[src/pkg/vinc_pkg.sv]
package vinc_pkg;

    // ==========================================
    // Message codes on the link
    typedef enum logic [2:0] {
        MSG_NONE    = 3'h0,
        MSG_REQUEST = 3'h1,
        MSG_ACCEPT  = 3'h2,
        MSG_GOODCRC = 3'h3,
        MSG_PS_RDY  = 3'h4
    } msg_e;

    // ==========================================
    // Timer widths and defaults (cycles at 200 MHz)
    localparam int unsigned TIMER_W            = 24;
    localparam logic [23:0] SRC_TRANSITION_RST = 24'h000064;
    localparam logic [23:0] SRC_READY_RST      = 24'h0000c8;
    localparam logic [23:0] SNK_STDBY_RST      = 24'h000032;
    localparam logic [23:0] PS_TRANSITION_RST  = 24'h000400;

endpackage

[src/pkg/vinc_link_if.sv]
`timescale 1ns/1ps
interface vinc_link_if;
    import vinc_pkg::*;
    // Source to sink message strobe and code
    logic valid_to_snk;
    msg_e msg_to_snk;
    // Sink to source message strobe and code
    logic valid_to_src;
    msg_e msg_to_src;

    modport src (
        output valid_to_snk,
        output msg_to_snk,
        input  valid_to_src,
        input  msg_to_src
    );
    modport snk (
        input  valid_to_snk,
        input  msg_to_snk,
        output valid_to_src,
        output msg_to_src
    );
endinterface

[src/rtl/vinc_source.sv]
`timescale 1ns/1ps
// Operation
// Sink sends Request before sequence starts
// Source answers Request with Accept
// Sink starts transition timer on Accept
// Sink returns GoodCRC, then evaluates Accept
// Source waits transition time after GoodCRC
// Sink drops to standby within standby time
// Standby completes before source transition wait
// After wait, source orders new voltage
// Supply ready within ready time
// Supply readiness forwarded to source engine
// Source sends PS_RDY, expects GoodCRC
// Sink acks PS_RDY, permits new level
// Sink draws new power any time after
// Sink keeps load transients within limits; not done in the sink logic, left to the supply
// Every wait is a loadable cycle counter
module vinc_source (
    input  wire logic                         sys_clk,
    input  wire logic                         rst,
    vinc_link_if.src                          link,
    input  wire logic [vinc_pkg::TIMER_W-1:0] src_transition_cycles,
    input  wire logic [vinc_pkg::TIMER_W-1:0] src_ready_cycles,
    input  wire logic                         supply_ready,
    output logic                              supply_change,
    output logic                              busy,
    output logic                              contract_done,
    output logic                              ready_timeout
);
    import vinc_pkg::*;

    // ==========================================
    // State encoding and register image
    typedef enum logic [2:0] {
        S_IDLE,
        S_WAIT_ACC_CRC,
        S_TRANSITION,
        S_SUPPLY,
        S_WAIT_RDY_CRC
    } src_state_e;

    typedef struct packed {
        src_state_e state;
        logic       tx_valid;
        msg_e       tx_msg;
        logic       supply_change;
        logic       busy;
        logic       contract_done;
        logic       ready_timeout;
        logic       trans_start;
        logic       ready_start;
        logic       ack_start;
        logic       ready_armed;
    } src_s;

    src_s st;
    src_s next_st;
    logic trans_done;
    logic ready_done;
    logic rx_crc;
    logic rx_req;
    logic ack_done;

    // ==========================================
    // Link decode; unexpected codes fall away silently
    always_comb begin
        rx_crc = 1'b0;
        rx_req = 1'b0;
        if (link.valid_to_src) begin
            case (link.msg_to_src)
                MSG_REQUEST: begin
                    rx_req = 1'b1;
                end
                MSG_GOODCRC: begin
                    rx_crc = 1'b1;
                end
                default: begin
                    rx_req = 1'b0;
                end
            endcase
        end
    end

    // ==========================================
    // Wait counters
    // Transition wait starts on the GoodCRC that acks the Accept
    wait_timer u_trans (
        .sys_clk (sys_clk),
        .rst     (rst),
        .start   (st.trans_start),
        .load    (src_transition_cycles),
        .done    (trans_done)
    );

    // Ready limit only flags; the supply is still waited for
    wait_timer u_ready (
        .sys_clk (sys_clk),
        .rst     (rst),
        .start   (st.ready_start),
        .load    (src_ready_cycles),
        .done    (ready_done)
    );

    // No retry: a missing ack drops the contract instead of hanging
    wait_timer u_ack (
        .sys_clk (sys_clk),
        .rst     (rst),
        .start   (st.ack_start),
        .load    (src_transition_cycles),
        .done    (ack_done)
    );

    // ==========================================
    // Sequencer
    always_comb begin
        // Strobes and pulses are cleared every cycle below
        next_st               = st;
        next_st.tx_valid      = 1'b0;
        next_st.tx_msg        = MSG_NONE;
        next_st.contract_done = 1'b0;
        next_st.trans_start   = 1'b0;
        next_st.ready_start   = 1'b0;
        next_st.ack_start     = 1'b0;
        case (st.state)
            S_IDLE: begin
                // Sequence only opens on a pending request
                if (rx_req) begin
                    next_st.tx_valid      = 1'b1;
                    next_st.tx_msg        = MSG_ACCEPT;
                    next_st.ack_start     = 1'b1;
                    next_st.busy          = 1'b1;
                    next_st.ready_timeout = 1'b0;
                    next_st.state         = S_WAIT_ACC_CRC;
                end
            end
            S_WAIT_ACC_CRC: begin
                // Wait is timed from the ack, not from the Accept
                if (rx_crc) begin
                    next_st.trans_start = 1'b1;
                    next_st.state       = S_TRANSITION;
                end else if (ack_done) begin
                    next_st.busy  = 1'b0;
                    next_st.state = S_IDLE;
                end
            end
            S_TRANSITION: begin
                // Ready level left over from before must drop first
                next_st.ready_armed = !supply_ready;
                // Sink standby must land inside this window
                if (trans_done) begin
                    next_st.supply_change = 1'b1;
                    next_st.ready_start   = 1'b1;
                    next_st.state         = S_SUPPLY;
                end
            end
            S_SUPPLY: begin
                if (!supply_ready) begin
                    next_st.ready_armed = 1'b1;
                end
                if (supply_ready && st.ready_armed) begin
                    // supply_change stands until ready is seen
                    next_st.supply_change = 1'b0;
                    next_st.tx_valid      = 1'b1;
                    next_st.tx_msg        = MSG_PS_RDY;
                    next_st.ack_start     = 1'b1;
                    next_st.state         = S_WAIT_RDY_CRC;
                end else if (ready_done) begin
                    // Late supply flagged, still waits for it
                    next_st.ready_timeout = 1'b1;
                end
            end
            S_WAIT_RDY_CRC: begin
                // Contract holds only once the sink has acked PS_RDY
                if (rx_crc) begin
                    next_st.busy          = 1'b0;
                    next_st.contract_done = 1'b1;
                    next_st.state         = S_IDLE;
                end else if (ack_done) begin
                    next_st.busy  = 1'b0;
                    next_st.state = S_IDLE;
                end
            end
            default: begin
                // Unreachable codes fall back to idle
                next_st.state = S_IDLE;
            end
        endcase
    end

    // ==========================================
    // State register; synchronous reset leaves outputs low
    always_ff @(posedge sys_clk) begin
        if (rst) begin
            st <= '{state: S_IDLE, tx_msg: MSG_NONE, default: '0};
        end else begin
            st <= next_st;
        end
    end

    // ==========================================
    // Outputs straight from the state register
    assign link.valid_to_snk = st.tx_valid;
    assign link.msg_to_snk   = st.tx_msg;
    assign supply_change     = st.supply_change;
    assign busy              = st.busy;
    assign contract_done     = st.contract_done;
    assign ready_timeout     = st.ready_timeout;
endmodule

[src/rtl/wait_timer.sv]
`timescale 1ns/1ps
module wait_timer (
    input  wire logic                             sys_clk,
    input  wire logic                             rst,
    input  wire logic                             start,
    input  wire logic [vinc_pkg::TIMER_W-1:0]     load,
    output logic                                  done
);
    import vinc_pkg::*;

    typedef struct packed {
        logic [TIMER_W-1:0] cnt;
        logic               run;
        logic               done;
    } timer_s;

    timer_s st;
    timer_s next_st;

    // ==========================================
    // Countdown; done pulses when it reaches zero
    always_comb begin
        next_st      = st;
        next_st.done = 1'b0;
        if (start) begin
            next_st.cnt = (load == '0) ? TIMER_W'(1) : load;
            next_st.run = 1'b1;
        end else if (st.run) begin
            if (st.cnt == TIMER_W'(1)) begin
                next_st.run  = 1'b0;
                next_st.done = 1'b1;
            end
            next_st.cnt = st.cnt - TIMER_W'(1);
        end
    end

    always_ff @(posedge sys_clk) begin
        if (rst) begin
            st <= '0;
        end else begin
            st <= next_st;
        end
    end

    assign done = st.done;
endmodule

[src/flat_wrapper.sv]
// flat-port wrapper written by rule: the top's interface ports become plain ports
module vinc_source_flat import vinc_pkg::*;
  (sys_clk, rst, src_transition_cycles, src_ready_cycles, supply_ready, supply_change, busy, contract_done, ready_timeout, link_valid_to_snk, link_msg_to_snk, link_valid_to_src, link_msg_to_src);
  vinc_link_if link_i ();
  input  wire logic sys_clk;
  input  wire logic rst;
  input  wire logic [vinc_pkg::TIMER_W-1:0] src_transition_cycles;
  input  wire logic [vinc_pkg::TIMER_W-1:0] src_ready_cycles;
  input  wire logic supply_ready;
  output logic supply_change;
  output logic busy;
  output logic contract_done;
  output logic ready_timeout;
  output wire logic [$bits(link_i.valid_to_snk)-1:0] link_valid_to_snk;
  output wire logic [$bits(link_i.msg_to_snk)-1:0] link_msg_to_snk;
  input wire logic [$bits(link_i.valid_to_src)-1:0] link_valid_to_src;
  input wire logic [$bits(link_i.msg_to_src)-1:0] link_msg_to_src;
  assign link_valid_to_snk = link_i.valid_to_snk;
  assign link_msg_to_snk = link_i.msg_to_snk;
  assign link_i.valid_to_src = link_valid_to_src;
  assign link_i.msg_to_src = link_msg_to_src;
  vinc_source u_core (.sys_clk(sys_clk), .rst(rst), .link(link_i), .src_transition_cycles(src_transition_cycles), .src_ready_cycles(src_ready_cycles), .supply_ready(supply_ready), .supply_change(supply_change), .busy(busy), .contract_done(contract_done), .ready_timeout(ready_timeout));
endmodule
[config.mk]
export PLATFORM = sky130hd
export DESIGN_NAME = vinc_source_flat
export DESIGN_NICKNAME = d
export VERILOG_FILES = /design/src/pkg/vinc_pkg.sv /design/src/pkg/vinc_link_if.sv /design/src/rtl/vinc_source.sv /design/src/rtl/wait_timer.sv /design/src/flat_wrapper.sv
export SDC_FILE = /design/constraint.sdc
export NUM_CORES = 1
export LEC_CHECK = 0
export ABC_AREA = 1
export BUFFER_PORTS_ARGS = -buffer_cell sky130_fd_sc_hd__buf_2
export CAP_MARGIN = 10
export CORE_ASPECT_RATIO = 0.7
export CORE_MARGIN = 5
export CORE_UTILIZATION = 30
export DETAILED_ROUTE_END_ITERATION = 8
export GPL_TIMING_DRIVEN = 0
export PLACE_DENSITY_LB_ADDON = 0.3
export SETUP_SLACK_MARGIN = 0.3
export SLEW_MARGIN = 20
export SYNTH_ARGS = -nofsm -noshare
export SYNTH_HDL_FRONTEND = slang
export SYNTH_SLANG_ARGS = --single-unit
[constraint.sdc]
create_clock -name sys_clk -period 1.4 [get_ports sys_clk]
set_clock_uncertainty 0.15 [all_clocks]
set_input_delay 0.14 -clock sys_clk [delete_from_list [all_inputs] [get_ports sys_clk]]
set_output_delay 0.14 -clock sys_clk [all_outputs]
set_load 0.02 [all_outputs]
==> summary.txt <==
==================================================================================
Via count of the first global-routing pass                                   6,001
Insertion delay to the later sink of the worst-skew pair                   0.36 ns
Final worst-path setup slack                                             -0.133 ns
Remaining number of nets flagged by the antenna check after routing              0
Flip-flop cell with the highest count after synthesis                 sky130_fd_sc_hd__dfxtp_1
Seq cells post-synth                                                            91
Area taken by multi-input logic gates                                 0.00441 mm^2
Net Count, Synth                                                               965
Worst slew margin relative to its limit                                      53.9%
Utilization of the core after routing                                        47.8%
H-tree depth                                                                     3
Sequential Power Share                                                       42.8%
Final worst-path cycle share                                                  110%
Antenna diodes                                                                   0
Post-detailed-routing wire length                                          21.9 mm
Total power                                                                6.15 mW
Core Box Area                                                          0.0189 mm^2
Biggest area consumer among synthesized cells                         sky130_fd_sc_hd__dfxtp_1
Period minus WS final                                                      1.53 ns
Layout cells sized above 1                                                   43.2%
Final Slew Violations                                                            0
TritonRoute pass-1 iters                                                         7
Sink Count                                                                      91
Overall Global Routing Usage                                                 18.8%
Minimum hold slack                                                     -0.00128 ns
Highest net fanout along the worst path                                          5
Yosys top cell area share                                                    31.6%
Die extent in y                                                             126 um
Mapped cell area                                                      0.00576 mm^2
Result of the run                                                     complete, but fails checks
Total DRC errors in the routed layout                                            0
Library cell with the highest instance count after synthesis          sky130_fd_sc_hd__nand2_1
Number of placed I/O pins                                                       63
Initial standard-cell utilization of the core                                30.5%
Part of the total power dissipated in the clock network                      38.8%
Leading post-synthesis cells by instance count                        sky130_fd_sc_hd__nand2_1, sky130_fd_sc_hd__nor2_1, sky130_fd_sc_hd__inv_1, sky130_fd_sc_hd__nand3_1, sky130_fd_sc_hd__dfxtp_1
Area occupied by registers                                            0.00193 mm^2
Buffer depth of the longest clock path                                           2
Post-synthesis cell count                                                      904
Mean area per synthesized cell                                           6.37 um^2
# rows                                                                          42
TritonCTS clock tree                                                         built
Register clock-pin slew on the reported worst setup and hold paths         0.07 ns
Summed area of non-filler cells in the final layout                   0.00902 mm^2
Via Count                                                                    6,699
Layout-stage area growth over the synthesis result                           56.6%
Setup repair after global routing missed its margin                           true
Element type at the critical path start                                   register
Leakage power                                                              3.93 nW
Design internal power                                                      4.39 mW
P per Cell Area                                                        682 mW/mm^2
Number of CTS-inserted buffers                                                   9
Final std cells w/o fill                                                     1,319
Fin. Hold Viols                                                                  1
Total global routing overflow                                                    0
DR vias/cell                                                                  5.08
Floorplan die width                                                         176 um
Per-cell routed wire length                                                16.6 um
Reported net switching power                                               1.76 mW
Total die area                                                         0.0221 mm^2
Clock root buffer master                                              sky130_fd_sc_hd__clkbuf_16
WP data required                                                           1.53 ns
Routability congestion estimate from global placement                        0.875
Sequential element share of the synthesized area                             31.6%
Portion of total power attributed to combinational logic                     18.4%
First-pass GRT wire length                                                 33.2 mm
Kind of capture point of the worst setup path                             register
Detailed router's first-iteration violation count                              524
Number of instances in the placed design                                     1,206
Largest vdd supply drop                                                   0.528 mV
Cell area reported after detailed placement                           0.00678 mm^2
Sum of negative setup slack                                               -3.25 ns
Number of warning messages in the yosys log                                      0
Number of flops mapped to enable cells by yosys                                  0
Pin count of the biggest net entering global routing                            15
Critical path type                                                         reg2reg
Switching share of total power                                               28.6%
Netlist cell types                                                              43
Violated checks                                                       hold timing, setup timing
Cell types occupying the most area after synthesis                    sky130_fd_sc_hd__dfxtp_1, sky130_fd_sc_hd__nand2_1, sky130_fd_sc_hd__nor2_1
Initial antenna violation count                                                  0
Place WS                                                                 -0.283 ns
Port Buffer Count                                                               60
Achievable Freq                                                            652 MHz
Max_cap viols                                                                    0
Async set-or-reset flop fraction in the synthesized netlist                     0%
WP data arrival                                                            1.66 ns
Transition time at the pin with the least slew margin                     0.691 ns
Final HPWL from detailed placement                                         15.0 mm
Path class of the lowest-slack min-delay path                               in2reg
Number of nets in the finished design                                        1,133
Fill cell total of the finished layout                                       1,826
Total of endpoints with negative setup slack in the final report                51
==================================================================================
[final timing paths]
kind,depth (start not counted),end,start,slack [ns]
hold reg to reg,2,u_core.ready_timeout,u_core.u_ready.done,0.29
setup / recovery,9,u_core.u_ready.st[20],u_core.u_ready.st[3],-0.13
hold / removal,3,u_core.u_ack.st[6],src_transition_cycles[4],-0.001
setup reg to reg,9,u_core.u_ready.st[20],u_core.u_ready.st[3],-0.13
[sequential cells by signal, indices dropped and copies added (netlist names)]
name	flops
u_core.busy	1
u_core.contract_done	1
u_core.link.msg_to_snk	2
u_core.ready_timeout	1
u_core.st	7
u_core.supply_change	1
u_core.u_ack.done	1
u_core.u_ack.st	25
u_core.u_ready.done	1
u_core.u_ready.st	25
u_core.u_trans.done	1
u_core.u_trans.st	25
[cells in the final DEF, fill, tap and decap left out, types with 9 or more instances in the layout]
cell,count
sky130_fd_sc_hd__a21oi_1,45
sky130_fd_sc_hd__a21oi_2,22
sky130_fd_sc_hd__a22oi_1,26
sky130_fd_sc_hd__buf_12,9
sky130_fd_sc_hd__buf_2,54
sky130_fd_sc_hd__buf_4,40
sky130_fd_sc_hd__buf_6,40
sky130_fd_sc_hd__clkbuf_16,10
sky130_fd_sc_hd__dfxtp_1,39
sky130_fd_sc_hd__dfxtp_2,33
sky130_fd_sc_hd__dfxtp_4,19
sky130_fd_sc_hd__dlygate4sd3_1,31
sky130_fd_sc_hd__inv_1,87
sky130_fd_sc_hd__inv_2,11
sky130_fd_sc_hd__inv_4,9
sky130_fd_sc_hd__nand2_1,127
sky130_fd_sc_hd__nand2_2,35
sky130_fd_sc_hd__nand2_4,14
sky130_fd_sc_hd__nand3_1,60
sky130_fd_sc_hd__nand3_2,31
sky130_fd_sc_hd__nand4_1,32
sky130_fd_sc_hd__nor2_1,82
sky130_fd_sc_hd__nor2_2,24
sky130_fd_sc_hd__nor2_4,57
sky130_fd_sc_hd__nor3_1,9
sky130_fd_sc_hd__o21ai_0,17
sky130_fd_sc_hd__o21ai_1,19
sky130_fd_sc_hd__xor2_1,10
[area by class of cell]
class | instances | share of cell area [%]
Clock inverter | 2 | 0.111
Tap cell | 242 | 3.36
Timing Repair Buffer | 157 | 14.5
Buffer | 33 | 3.59
Clock buffer | 14 | 2.94
Multi-Input combinational cell | 668 | 48.8
Sequential cell | 91 | 21.4
Inverter | 112 | 5.23
[logic make-up after synthesis]
| family | Yosys count | share of synthesized area (%) |
|---|---|---|
| adders and majority gates | 6 | 1.30 |
| AOI/OAI and AO/OA | 155 | 15.8 |
| DFF | 91 | 31.6 |
| buffers and inverters | 145 | 10.2 |
| other | 1 | 0.0651 |
| and+or+nand+nor | 495 | 39.3 |
| xor gates and xnor gates | 11 | 1.67 |
[power groups by stage]
stage / clock network, mW / logic [mW] / registers, mW
final: 2.38 / 1.13 / 2.63
after global routing: 2.56 / 1.23 / 2.64
after CTS: 2.45 / 1.00 / 2.64
after detailed placement: 0 / 0.783 / 2.71
after global placement: 0 / 0.775 / 2.71
after floorplan: 0 / 0.505 / 2.70
[what timing repair did]
action                                  CTS  global route
pin swaps                                58            77
gates resized for setup                 158           178
endpoints found under the hold margin    33             1
endpoints found under the setup margin   97            97
buffers inserted                         39            25
hold buffers                             31             1
gates cloned                              1             1
[worst max-delay path, stage by stage (launching register included)]
cell	delay, ns
sky130_fd_sc_hd__dfxtp_2	0.35
sky130_fd_sc_hd__inv_4	0.08
sky130_fd_sc_hd__ha_4	0.16
sky130_fd_sc_hd__nand2_4	0.05
sky130_fd_sc_hd__nor2_4	0.18
sky130_fd_sc_hd__buf_6	0.17
sky130_fd_sc_hd__nand3_1	0.08
sky130_fd_sc_hd__nand2_1	0.06
sky130_fd_sc_hd__nand3_1	0.07
sky130_fd_sc_hd__a21oi_1	0.11
[per-layer routing]
layer | wire length, um | vias to the layer above | global-route usage (%)
li1 | - | 3325 | -
met1 | 11000 | 3159 | 29.6
met2 | 9350 | 195 | 26.4
met3 | 1340 | 20 | 3.48
met4 | 214 | 0 | 3.76
met5 | 0 | - | 0
No activity file was read; power rests on OpenSTA's default activity.
